<file path="config.mk">
export PLATFORM = sky130hd
export DESIGN_NAME = spc_core
export DESIGN_NICKNAME = d
export VERILOG_FILES = /design/src/common/spc_pkg.sv /design/src/rtl/spc_core.sv
export SDC_FILE = /design/constraint.sdc
export NUM_CORES = 1
export LEC_CHECK = 0
export ABC_AREA = 0
export BUFFER_PORTS_ARGS = -buffer_cell sky130_fd_sc_hd__buf_2
export CORE_ASPECT_RATIO = 1.5
export CORE_MARGIN = 4
export CORE_UTILIZATION = 54
export CTS_CLUSTER_SIZE = 20
export DETAILED_ROUTE_END_ITERATION = 6
export PLACE_DENSITY = 0.73
export SETUP_SLACK_MARGIN = 0.15
export SLEW_MARGIN = 20
export SYNTH_ARGS = -nofsm -noshare
export SYNTH_HDL_FRONTEND = slang
export SYNTH_SLANG_ARGS = --single-unit
</file>
<file path="constraint.sdc">
create_clock -name clk_sys -period 2.49 [get_ports clk_sys]
set_input_delay 0.498 -clock clk_sys [delete_from_list [all_inputs] [get_ports clk_sys]]
set_output_delay 0.498 -clock clk_sys [all_outputs]
set_load 0.01 [all_outputs]
</file>
<file path="src/common/spc_pkg.sv">
// Contract
// - Transmit interrupt needs transmit-empty flag, transmit enable and module enable.
// - Receive/error interrupt follows receive-full when its enable is set, module enable ignored.
// - One error enable gates both overrun and select fault onto receive/error interrupt.
// - With fault detection off the select fault flag never sets.
// - Receive-full clears by status read while set, then data read.
// - Transmit-empty clears only by writing the data register.
// - Receive-full sets when a finished byte enters the receive register.
// - Transmit-empty sets when the transmit byte moves into the shift register.
// - System reset returns every bit and flag to reset state.
// - Module disabled: transmit-empty held set, transfer aborted, shifter and counter cleared, pins released.
//   Code keeps transmit-empty unchanged while disabled in protected break.
// - Control, rate bits and receive flags survive disable; only reset clears them.
// - Master select fault with detection enabled clears module enable.
// - Wait mode: keep running, block CPU access, interrupts wake the processor.
// - Stop mode: freeze and keep registers; reset exit aborts and resets. Code still raises select fault in stop; as master that drops enable and aborts.
// - Break with clear disabled: flags frozen; two-step clear finishes after break.
//   Code still sets transmit-empty on a byte load or a master fault abort.
// - Break with clear enabled: flag clears take effect and persist.
// - Data write during protected break is ignored, starts nothing.
// - Wired-OR mode makes master data output open-drain.
// - Slave data output driven only as slave with select low.
// - Enabled module owns direction of data and clock pins over port register.
// - Master drives serial clock, slave takes it; eight clocks per byte.
// - Master shifts out and samples in at the same time.
// - Unread byte when next completes: set overrun, drop new byte.
// - Select fault: master sees select low, or slave sees select high mid-transfer.
// - Select fault clears by status read while set, then control write, fault gone.
// - Master select fault also sets transmit-empty, clears counter, releases pins.
package spc_pkg;
    // Register offsets on the plain port
    localparam logic [1:0] ADDR_CONTROL = 2'h0;
    localparam logic [1:0] ADDR_STATUS  = 2'h1;
    localparam logic [1:0] ADDR_DATA    = 2'h2;
    // Control register bit positions
    localparam int C_RXIE = 7;
    localparam int C_MSTR = 5;
    localparam int C_CPOL = 4;
    localparam int C_CPHA = 3;
    localparam int C_WOM  = 2;
    localparam int C_EN   = 1;
    localparam int C_TXIE = 0;
    // Status register bit positions
    localparam int S_RXF  = 7;
    localparam int S_ERIE = 6;
    localparam int S_OVR  = 5;
    localparam int S_SELECT_FAULT_FLAG = 4;
    localparam int S_TXE  = 3;
    localparam int S_MFEN = 2;
    // Reset values: master set, phase set
    localparam logic [7:0] CONTROL_RESET = 8'h28;
    localparam logic [1:0] RATE_RESET    = 2'h0;
    // Bit count per byte
    localparam logic [3:0] BITS_PER_BYTE = 4'h8;
    // Serial clock half period base in system cycles, scaled by 2^rate
    localparam logic [7:0] HALF_BASE = 8'h04;

    typedef enum logic [1:0] {ST_IDLE, ST_LEAD, ST_TRAIL} spc_phase_t;

    typedef struct packed {
        logic [7:0] control;
        logic [1:0] rate;
        logic       error_irq_enable;
        logic       faultDetEn;
        logic       rxFull;
        logic       overrun;
        logic       selFault;
        logic       txEmpty;
        logic       rxArmed;
        logic       faultArmed;
        logic [7:0] txData;
        logic       txPending;
        logic [7:0] rxData;
        logic [7:0] shifter;
        logic [3:0] bitCnt;
        spc_phase_t phase;
        logic       active;
        logic [7:0] divCnt;
        logic       sckOut;
        logic       sampled;
        logic [1:0] sckSync;
        logic [1:0] misoSync;
        logic [1:0] mosiSync;
        logic [1:0] selSync;
        logic       sckPrev;
        logic       selPrev;
        logic [7:0] rdData;
    } spc_state_t;

    typedef struct packed {
        logic sckOut;
        logic sckOe;
        logic mosiOut;
        logic mosiOe;
        logic misoOut;
        logic misoOe;
    } spc_pins_t;
endpackage : spc_pkg

</file>
<file path="src/rtl/spc_core.sv">
// The plain strobed port and the address map were decided locally.
`timescale 1ns/1ns
`default_nettype none
module spc_core
    import spc_pkg::*;
(
    // System
    input  wire logic       clk_sys,
    input  wire logic       rst,
    // Register port
    input  wire logic [1:0] addr,
    input  wire logic [7:0] wrData,
    input  wire logic       wrStb,
    input  wire logic       rdStb,
    output logic      [7:0] rdData,
    // Power and debug state from the system unit
    input  wire logic       waitMode,
    input  wire logic       stopMode,
    input  wire logic       breakActive,
    input  wire logic       break_clear_enable,
    // Serial pins
    input  wire logic       sckIn,
    input  wire logic       mosiIn,
    input  wire logic       misoIn,
    input  wire logic       selectIn_n,
    output spc_pins_t       pins,
    // Interrupt requests
    output logic            txIrq,
    output logic            rxErrIrq
);
    spc_state_t s;
    spc_state_t next_s;

    // Stepped half period: base shifted by rate bits
    function automatic logic [7:0] halfPeriod(input logic [1:0] r);
        halfPeriod = HALF_BASE << r;
    endfunction : halfPeriod

    always_comb
    begin
        logic en;
        logic mstr;
        logic cpha;
        logic cpol;
        logic rdOk;
        logic wrOk;
        logic flagsLocked;
        logic lead;
        logic trail;
        logic done;
        logic selLow;
        logic sckEdge;
        logic slvActive;
        logic fault;
        en = 1'b0;
        mstr = 1'b0;
        cpha = 1'b0;
        cpol = 1'b0;
        rdOk = 1'b0;
        wrOk = 1'b0;
        flagsLocked = 1'b0;
        lead = 1'b0;
        trail = 1'b0;
        done = 1'b0;
        selLow = 1'b0;
        sckEdge = 1'b0;
        slvActive = 1'b0;
        fault = 1'b0;
        next_s = s;
        en = s.control[C_EN];
        mstr = s.control[C_MSTR];
        cpha = s.control[C_CPHA];
        cpol = s.control[C_CPOL];
        // CPU access blocked in wait and stop
        rdOk = rdStb && !waitMode && !stopMode;
        wrOk = wrStb && !waitMode && !stopMode;
        flagsLocked = breakActive && !break_clear_enable;
        selLow = !s.selSync[1];

        // Two-flop synchronisers on every pin input
        next_s.sckSync = {s.sckSync[0], sckIn};
        next_s.misoSync = {s.misoSync[0], misoIn};
        next_s.mosiSync = {s.mosiSync[0], mosiIn};
        next_s.selSync = {s.selSync[0], selectIn_n};
        next_s.sckPrev = s.sckSync[1];
        next_s.selPrev = s.selSync[1];

        // Register reads, data out one cycle later
        next_s.rdData = 8'h00;
        if (rdOk)
        begin
            unique case (addr)
                ADDR_CONTROL: next_s.rdData = s.control;
                ADDR_STATUS:  next_s.rdData = {s.rxFull, s.error_irq_enable, s.overrun, s.selFault,
                                               s.txEmpty, s.faultDetEn, s.rate};
                ADDR_DATA:    next_s.rdData = s.rxData;
                default:      next_s.rdData = 8'h00;
            endcase
        end

        // Status-read arming and data-read clear of two-step clears; frozen in protected break
        if (rdOk && addr == ADDR_STATUS && !flagsLocked)
        begin
            next_s.rxArmed = s.rxFull || s.overrun;
            next_s.faultArmed = s.selFault;
        end
        if (rdOk && addr == ADDR_DATA && s.rxArmed && !flagsLocked)
        begin
            next_s.rxFull = 1'b0;
            next_s.overrun = 1'b0;
            next_s.rxArmed = 1'b0;
        end

        // Select level against mode, found before the writes so a present fault blocks the clear
        slvActive = s.active || (!cpha && !s.selPrev);
        if (s.faultDetEn)
        begin
            if (mstr && selLow)
                fault = 1'b1;
            if (!mstr && !selLow && slvActive)
                fault = 1'b1;
        end

        // Register writes; control and rate kept across disable
        if (wrOk)
        begin
            unique case (addr)
                ADDR_CONTROL:
                begin
                    next_s.control = wrData;
                    if (s.faultArmed && !flagsLocked && !fault)
                    begin
                        next_s.selFault = 1'b0;
                        next_s.faultArmed = 1'b0;
                    end
                end
                ADDR_STATUS:
                begin
                    next_s.error_irq_enable = wrData[S_ERIE];
                    next_s.faultDetEn = wrData[S_MFEN];
                    next_s.rate = wrData[1:0];
                end
                ADDR_DATA:
                begin
                    if (!flagsLocked)
                    begin
                        next_s.txData = wrData;
                        next_s.txPending = 1'b1;
                        next_s.txEmpty = 1'b0;
                    end
                end
                default: ;
            endcase
        end

        // Only an enabled module raises the flag; set wins over a same-cycle clear
        if (en && fault && !flagsLocked)
            next_s.selFault = 1'b1;
        if (en && fault && mstr)
            next_s.control[C_EN] = 1'b0;

        // Shift engine, frozen in stop mode unless the module is disabled or a master fault aborts it
        if (!en || (fault && mstr))
        begin
            next_s.txEmpty = (flagsLocked && !en) ? s.txEmpty : 1'b1;
            next_s.txPending = 1'b0;
            next_s.active = 1'b0;
            next_s.shifter = 8'h00;
            next_s.bitCnt = 4'h0;
            next_s.phase = ST_IDLE;
            next_s.sckOut = cpol;
            next_s.divCnt = 8'h00;
        end
        else if (!stopMode)
        begin
            // Load from transmit register, marks it empty
            if (!s.active && s.txPending)
            begin
                next_s.shifter = s.txData;
                // A write in this same cycle keeps its byte queued
                if (!(wrOk && addr == ADDR_DATA && !flagsLocked))
                begin
                    next_s.txPending = 1'b0;
                    next_s.txEmpty = 1'b1;
                end
                next_s.bitCnt = 4'h0;
                if (mstr)
                begin
                    next_s.active = 1'b1;
                    next_s.phase = ST_LEAD;
                    next_s.divCnt = 8'h00;
                end
            end
            if (mstr)
            begin
                // Master clock generation
                if (s.active)
                begin
                    if (s.divCnt == halfPeriod(s.rate) - 8'h01)
                    begin
                        next_s.divCnt = 8'h00;
                        next_s.sckOut = ~s.sckOut;
                        if (s.phase == ST_LEAD)
                        begin
                            lead = 1'b1;
                            next_s.phase = ST_TRAIL;
                        end
                        else
                        begin
                            trail = 1'b1;
                            next_s.phase = ST_LEAD;
                        end
                    end
                    else
                        next_s.divCnt = s.divCnt + 8'h01;
                end
                else
                    next_s.sckOut = cpol;
            end
            else if (selLow)
            begin
                // Slave: edges of synchronised clock, ignored when deselected
                sckEdge = s.sckSync[1] != s.sckPrev;
                if (sckEdge)
                begin
                    if (s.sckSync[1] != cpol)
                    begin
                        lead = 1'b1;
                        next_s.active = 1'b1;
                    end
                    else
                        trail = 1'b1;
                end
            end
            else
            begin
                // Deselected slave drops a cut frame and ignores the clock
                next_s.active = 1'b0;
                next_s.bitCnt = 4'h0;
            end

            // Sample on the sampling edge, shift on the other
            if ((lead && !cpha) || (trail && cpha))
                next_s.sampled = mstr ? s.misoSync[1] : s.mosiSync[1];
            // Phase 1 keeps the output still on the sampling edge; its last bit joins at capture
            if ((trail && !cpha) || (lead && cpha && s.bitCnt != 4'h0))
                next_s.shifter = {s.shifter[6:0], s.sampled};
            // Bits counted on trailing edges in both phases
            if (trail)
            begin
                next_s.bitCnt = s.bitCnt + 4'h1;
                done = (s.bitCnt == BITS_PER_BYTE - 4'h1);
            end
            if (done)
            begin
                next_s.active = 1'b0;
                next_s.phase = ST_IDLE;
                next_s.bitCnt = 4'h0;
                if (!flagsLocked)
                begin
                    if (s.rxFull)
                        next_s.overrun = 1'b1;
                    else if (!s.overrun)
                    begin
                        next_s.rxData = cpha ? {s.shifter[6:0], next_s.sampled} : next_s.shifter;
                        next_s.rxFull = 1'b1;
                    end
                end
            end
        end
    end

    // State register; all bits to reset values on system reset
    always_ff @(posedge clk_sys or posedge rst)
    begin
        if (rst)
        begin
            s <= '0;
            s.control <= CONTROL_RESET;
            s.rate <= RATE_RESET;
            s.txEmpty <= 1'b1;
            // Select idles high; the clock detector stays low, the idle level after reset
            s.selSync <= 2'h3;
            s.selPrev <= 1'b1;
        end
        else
            s <= next_s;
    end

    // Level requests follow flags; they also wake from wait
    assign txIrq = s.txEmpty && s.control[C_TXIE] && s.control[C_EN];
    assign rxErrIrq = (s.rxFull && s.control[C_RXIE])
                    || (s.error_irq_enable && (s.overrun || s.selFault));
    assign rdData = s.rdData;

    // Pin ownership: enabled module overrides port direction
    always_comb
    begin
        logic own;
        own = 1'b0;
        own = s.control[C_EN];
        pins.sckOut = s.sckOut;
        pins.sckOe = own && s.control[C_MSTR];
        pins.mosiOut = s.control[C_WOM] ? 1'b0 : s.shifter[7];
        // Open drain only pulls low in wired-OR mode
        pins.mosiOe = own && s.control[C_MSTR] && (!s.control[C_WOM] || !s.shifter[7]);
        pins.misoOut = s.shifter[7];
        pins.misoOe = own && !s.control[C_MSTR] && !s.selSync[1];
    end
endmodule : spc_core
`default_nettype wire

</file>
==> results of run 1 <==
registers in the layout, summed over array words and instances, names as in the netlist:
register,flops
next_s,6
pins,2
rdData,8
s,62
cells in the mapped netlist, drive strengths merged, types with 2 or more instances:
master / n
a21o: 5
ha: 3
inv: 5
nand4: 2
nand3: 14
nor2: 42
nand2b: 8
buf: 14
o22a: 3
o21ai: 14
nand3b: 10
clkbuf: 17
a21oi: 22
o31a: 2
dfrtp: 72
mux2: 37
dfstp: 6
a32oi: 8
a31oi: 10
mux2i: 17
a41oi: 2
nor3: 5
a32o: 2
nor3b: 2
a22oi: 2
and3: 5
nor2b: 9
nand2: 46
cell type report:
type                            instances  share of cell area, %
Clock buffer                           12                  3.257
Clock inverter                          4                 0.9456
Inverter                                6                 0.5516
Multi-Input combinational cell        288                  41.98
Sequential cell                        78                  41.13
Tap cell                              100                  2.627
Timing Repair Buffer                   66                  9.509
stage by stage:
| step | cell area [um2] | std cells |
|---|---|---|
| detailed placement | 4434 | 533 |
| finish | 4763 | 554 |
| CTS | 4683 | 551 |
| global placement | 4434 | 533 |
| floorplan | 4089 | 403 |
| global route | 4763 | 554 |
logic make-up (layout without fill, tap and decap cells):
group / count (synthesis) / after routing / synth area share [%]
compound gates: 79 / 79 / 13.17
buf+inv: 37 / 88 / 4.716
mux: 54 / 54 / 14.36
fa+ha+maj: 3 / 3 / 0.9189
xor+xnor: 1 / 1 / 0.2144
simple gates: 151 / 151 / 18.65
flops: 78 / 78 / 47.96
metal layers:
metal	track usage [%]	part of all wire (%)
met2	36.90	51
met5	0	0
met3	3.543	5.5
met4	11.58	2.3
met1	28.79	42
path summary, 6_finish.rpt:
path,to,cells after the start,slack [ns],from
min in group clk_sys,next_s[11]$_DFF_PP1_,1,0.24,selectIn_n
max in group asynchronous,s[8]$_DFF_PP1_,3,1.62,rst
min,s[27]$_DFFE_PP0P_,2,0.18,rst
max reg2reg,s[46]$_DFFE_PP0P_,8,0.08,s[68]$_DFFE_PP0P_
max,s[46]$_DFFE_PP0P_,8,0.08,s[68]$_DFFE_PP0P_
min reg2reg,s[15]$_DFF_PP0_,0,0.35,next_s[15]$_DFF_PP0_
power breakdown:
group          internal (W)  switching, W
sequential          0.00140      0.000136
clock              0.000513      0.000455
combinational      0.000321      0.000380
what timing repair did:
| item | in CTS | in global routing |
|---|---|---|
| setup endpoints to repair | 19 | 22 |
| setup buffers | 2 | 2 |
| resized for setup | 7 | 8 |
| hold buffers | 0 | 0 |
| pin swaps | 5 | 3 |
| gates cloned | 0 | 1 |
==> results.txt, run 1 <==
After legalization and detailed placement, the total HPWL measured a little under 7000 um. Dividing the detail-routed wire length by the instance count gives 17.60 um. After routing, the total negative slack on setup checks comes to 0 ns. In this run the power density over the cells is 672.5 nW/um2. The net count of the finished layout is approximately 470. The largest single stage delay on the critical path is 0.38 ns.

The global-route wire length before repair is 15900 um. The largest net degree at the start of global routing came out at 39. The highest attainable clock frequency is 0.4150 GHz. The setup violation total in the final timing report is 0. The shortest clock period the worst path allows after layout is 2.409 ns. The post-synthesis to final-layout area growth is 16.60%. The maximum ir drop on the vdd rail came out at between 0.4 and 0.5 mV.

The post-synthesis cell type with the largest combined area is sky130_fd_sc_hd__dfrtp_1. The via count of the first global-routing pass is 3222. The overall power of the completed layout came out at 0.003203 W. The area occupied by multi-input gates is 1999 um2.

The wire length reported by the detailed router came out at 9751 um. Grouping stages by cell kind, the critical path spends the most delay in compound AO/OA/AOI/OAI gates. The library cell contributing the largest single delay on the critical path is sky130_fd_sc_hd__dfrtp_1.

The root buffer cell is sky130_fd_sc_hd__clkbuf_8. The max-slew violation count came out at 0. TritonCTS built the clock tree.

The H-tree generated during clock tree synthesis spans 3 levels. Prior to clock tree synthesis, the placed netlist has a worst setup slack of 0.001308 ns. Traced cell by cell, the critical path runs through or2_1 > a2111oi_4 > o21ai_2 > o31a_1 > buf_4 > nor2b_4 > mux2_2 > mux2_2. The largest driver fanout on the critical path came out at 7.

Setup repair after global routing could not meet its margin everywhere. In the routed layout, each cell is associated on average with a via count of 5.874. The path class of the tightest hold or removal check is primary input to async pin.

The number of antenna violations at the first check in global routing came out at 0. The share of the core filled with cells came out at 65.05%. The number of DRC violations after detailed-routing iteration 0 is 205. The sequential area share after synthesis is 47.96%. The instance count of the mapped netlist came out at 403.

Measured along the x axis, the die boundary spans between 70 and 80 um. The hold violation count in the final report was 0. The count of buffers inserted at the top-level ports is 37. The count of antenna diodes in the layout is 0.

The final global-route overflow total came out at 0. The clock slew at the register clock pins of the worst setup and hold paths came out at 0.08 ns. Once detail routing completed, the nets flagged for antenna violations numbered 0.

The post-synthesis sequential element count is 78. The flip-flop and latch area came out at 1959 um2. The library cell used most frequently in the layout, excluding fill and tap cells, is sky130_fd_sc_hd__dfrtp_1.

The per-instance average area after synthesis is 10.14 um2. The DRC violation count after routing is 0. The overall global routing resource usage came out at 22.56%.

The leakage dissipation came out at 2.248 nW. The number of buffers and inverters on the critical path came out at 1. The share of final-layout standard cells stronger than drive strength 1 is a little under a third.

The share of the cycle needed by the critical path after routing is 96.76%. After filler insertion, the fill cell instance count of the layout stands at 604. The I/O pin total is 38.

The flip-flop cell with the highest count after synthesis is sky130_fd_sc_hd__dfrtp_1. The run finished with clean final reports. The most frequent cell on the critical path is sky130_fd_sc_hd__mux2_2. The worst slew margin relative to its limit is a little over half.

The worst setup path is launched from a register. Yosys attributes the largest share of cell area to sky130_fd_sc_hd__dfrtp_1 (44%), sky130_fd_sc_hd__mux2_2 (9.6%), sky130_fd_sc_hd__nand2_1 (4.2%). The maximum buffer depth of the clock tree is 2.

In this run, synthesis inferred 0 flip-flops with an integrated enable. The post-synthesis async set-or-reset flop share is 100.0%. The number of nets produced by synthesis came out at 428. The height of the chip is 114.5 um. The starting utilization of the core area is between 50% and 60%. The die covers between 9000 and 10000 um2.

In this run, distinct cell masters in the synthesized netlist total 54. The number of synthesis warnings is 0. Hold is met by 0.1756 ns. The tool flagged a number of max-cap violations equal to 0. The post-synth design cell area came out at 4085 um2. The final worst slack came out at slightly above 0.08 ns. The data required time of the critical path is 2.73 ns. Data on the critical path arrives at its endpoint at 2.65 ns. The core area is 7322 um2. The number of cell rows came out at 38. Leaving out fill and tap cells, the most frequent cells in the layout are sky130_fd_sc_hd__dfrtp_1 (72), sky130_fd_sc_hd__nand2_1 (45), sky130_fd_sc_hd__nor2_1 (41), sky130_fd_sc_hd__buf_2 (37), sky130_fd_sc_hd__mux2_2 (34). The first detailed-routing pass ran for 5 iterations. The later pin in the worst-skew pair is clocked with a latency of 0.36 ns.

At the end of routability-driven placement, the weighted congestion stood at 0.8457. The worst setup path is of the register to register kind. STA classifies the critical path endpoint as a register.

On the final layout, the worst clock skew is roughly 0.0066 ns. For the pin with the worst max-slew slack, the measured transition is 0.6798 ns. The sink count of the clock tree came out at 78. The number of buffers created by CTS is 9. The portion of synthesized cell area occupied by the leading cell type came out at between 40% and 50%. The vias after detailed routing is 3254.
Power figures use the tool's default switching activity.
==> run 2, diff against run 1 <==
GPL_TIMING_DRIVEN = 0   (was unset)
==> run 2 against run 1 <==
The flow now finishes with violations (setup timing). Setup slack got worse by 0.091 ns. Largest power group unchanged. Non-clock buffer count increased by 17. Critical path depth unchanged. Cell area grew 2.4%. Critical path type unchanged. Fmax shrank 3.6%. Sequential power hardly changed. Largest cell class unchanged. Combinational power increased by 6.7%. Sequential share of layout area decreased by 0.96 points. Register-to-register slack lost 0.09 ns. Clock power is 2.6% higher. Critical endpoint is now s[47]$_DFFE_PP0P_.
==> results.txt, run 2 (same netlist as run 1, synthesis figures left out) <==
The run finished, with violations left. The final reports fail on setup timing. The via count of the first global-routing pass is 3307 (+2.6%).

Setup repair after global routing could not meet its margin everywhere. The library cell used most frequently in the layout, excluding fill and tap cells, is sky130_fd_sc_hd__dfrtp_1. The total power per unit cell area came to 668.4 nW/um2 (-0.61%).

The hold violation count in the final report came out at 0 (unchanged). The H-tree level count is 3 (unchanged). The vias after detailed routing came to 3307 (+1.6%). The max-slew violation count was 0 (unchanged).

The flip-flop count of the largest register after layout came to 62 (unchanged). The TritonCTS clock tree is done. The number of DRC violations after detailed-routing iteration 0 is 254 (+24%). The count of buffers inserted at the top-level ports is 37 (unchanged). The setup slack on the worst flop-to-flop path came to -0.01 ns (-0.09 ns). The final net count was 491 (+3.6%). The final HPWL from detailed placement is 6876 um (+1.2%).

The wire length reported by the detailed router is 9895 um (+1.5%). The average detailed-routed wire length per instance came out at 17.33 um (-1.5%). The endpoint identified for the worst register-to-register timing path is s[47]$_DFFE_PP0P_. The total placed cells including tap cells is 542 (+1.7%). The slew at the pin with the worst max-slew slack is 0.7390 ns (+0.05923 ns). The largest driver fanout on the critical path came out at 4 (-3).

The max-cap violation count was 0 (unchanged). More flip-flops sit in one register than any other, and that register is s. The share of final-layout standard cells stronger than drive strength 1 came out at 29.72% (-1.1 points).

The remaining number of nets flagged by the antenna check after routing came out at 0 (unchanged). The maximum ir drop on the vdd rail came out at 0.4581 mV (-1.0%). The number of buffers created by CTS is 9 (unchanged). The routability congestion estimate from global placement came to 0.9231 (+9.2%). The post-synthesis to final-layout area growth is 19.39%. In this run the critical register-to-register path is launched from s[68]$_DFFE_PP0P_. The final worst slack is -0.01007 ns (-0.09070 ns). The routed via count divided by cell count is 5.792 (-1.4%). The die area is 9049 um2 (unchanged). The final global-route overflow total came to 0 (unchanged).

The number of antenna violations at the first check in global routing came out at 0 (unchanged). The overall global routing resource usage came out at 23.34% (+0.79 points). The signal on the critical path passes through or2_1 > a2111oi_4 > o21ai_2 > o31a_1 > nand4b_4 > nor3_4 > buf_6 > mux2_4. In the layout the commonest cells are sky130_fd_sc_hd__dfrtp_1 (72), sky130_fd_sc_hd__nand2_1 (46), sky130_fd_sc_hd__nor2_1 (41), sky130_fd_sc_hd__buf_2 (38), sky130_fd_sc_hd__mux2_2 (26). The DRC violation count after routing is 0 (unchanged).

The maximum cell stage delay along the critical path came to 0.40 ns (+0.02 ns). STA classifies the critical path startpoint as a register. The post-cts hold buffer count was 0 (unchanged).

The starting utilization of the core area is 55.79% (unchanged). The clock slew at the register clock pins of the worst setup and hold paths came to 0.08 ns (about the same). The maximum buffer depth of the clock tree was 2 (unchanged). The shortest clock period the worst path allows after layout came out at 2.500 ns (+0.09070 ns). The die width was 79.02 um (unchanged). The height of the chip is 114.5 um (unchanged).

Clock tree synthesis selected as its root buffer the cell sky130_fd_sc_hd__clkbuf_8. The worst setup skew after layout came out at 0.01050 ns (+0.003945 ns). The data required time of the critical path is 2.74 ns (about the same). The critical path data arrival time is 2.75 ns (+0.10 ns). The highest attainable clock frequency came out at 0.4000 GHz (-3.6%). The sink count of the clock tree came out at 78 (unchanged).

The number of cell instances on the worst register-to-register path came to 8 (unchanged). The share of the cycle needed by the critical path after routing is 100.4% (+3.6 points). The final instance count without filler cells came out at 571 (+3.1%). The count of antenna diodes in the layout came out at 0 (unchanged). The number of cell rows came out at 38 (unchanged).

The worst setup path is captured at a register. The setup path with the least slack is of type register to register. The overall power of the completed layout came out at 0.003260 W (+1.8%). The number of iterations in the first detailed-routing pass came to 4 (-1). The share of the core filled with cells was 66.61% (+1.6 points). The global-route wire length before repair came out at 16140 um (+1.5%). Among all stages on the critical path, the largest delay is contributed by sky130_fd_sc_hd__dfrtp_1. The I/O pin total came out at 38 (unchanged). The core area was 7322 um2 (unchanged). The classification of the worst-slack hold path is primary input to async pin.

The worst slew margin relative to its limit is 50.55% (-4.1 points). The clock insertion delay at the later pin of the skew report is 0.36 ns (about the same). The largest net degree at the start of global routing is 34 (-13%).

The setup violation total in the final timing report is 6 (+6). The leakage dissipation came out at 2.290 nW (+1.9%).
## run 2: timing repair
item,in CTS,in global routing
pin swaps,8,14
setup endpoints to repair,27,30
buffers inserted,12,2
gates resized for setup,12,24
## run 2: per-stage QoR
stage / setup TNS (ns) / cell area (um2) / hold WS (ns) / setup slack (ns)
after floorplan: 0 / 4089 / 0.3312 / 0.05691
after global placement: -3.385 / 4399 / 0.3329 / -0.2400
after detailed placement: -3.364 / 4439 / 0.3364 / -0.2559
after CTS: -0.3445 / 4773 / 0.1068 / -0.05096
after global routing: -0.6643 / 4877 / 0.1106 / -0.09341
final: -0.03293 / 4877 / 0.1205 / -0.01007
## run 2: cell type report
type / instances / area [um2]
Inverter: 6 / 26.28
Tap cell: 100 / 125.1
Clock buffer: 10 / 137.6
Fill cell: 588 / 2445
Multi-Input combinational cell: 288 / 2018
Clock inverter: 6 / 68.82
Timing Repair Buffer: 53 / 349.1
Buffer: 30 / 192.7
Sequential cell: 78 / 1959
## run 2: critical path, delay by kind of cell (launching register included)
kind,cells,cell delay (ns)
buffers and inverters,1,0.16
AND/OR/NAND/NOR,3,0.72
flip-flops,1,0.40
AO/OA/AOI/OAI,3,0.82
multiplexers,1,0.29
## run 2: worst max-delay path by stage
stage	end	slack (ns)	startpoint
after global placement	s[46]$_DFFE_PP0P_	-0.24	s[22]$_DFFE_PP0P_
after floorplan	s[43]$_DFFE_PP0P_	0.06	s[22]$_DFFE_PP0P_
after global routing	s[43]$_DFFE_PP0P_	-0.09	s[68]$_DFFE_PP0P_
after CTS	s[47]$_DFFE_PP0P_	-0.05	s[68]$_DFFE_PP0P_
final	s[47]$_DFFE_PP0P_	-0.01	s[68]$_DFFE_PP0P_
after detailed placement	s[47]$_DFFE_PP0P_	-0.26	s[22]$_DFFE_PP0P_
## run 2: report_power, final
part	total (W)	leakage [nW]	switching (W)	internal, W
clock network	0.000994	0.103	0.000497	0.000497
logic	0.000747	1.17	0.000400	0.000347
registers	0.00152	1.02	0.000121	0.00140
total	0.00326	2.29	0.00102	0.00224
## run 2: layer usage
layer  up-vias  routed length [um]  track usage [%]  part of all wire (%)
li1       1561                   -                -                     -
met1      1626                4017            27.97                    41
met2       103                5129            39.82                    52
met3        17                 536            5.039                   5.4
met4         0                 212            10.67                   2.1
met5         -                   0                0                     0
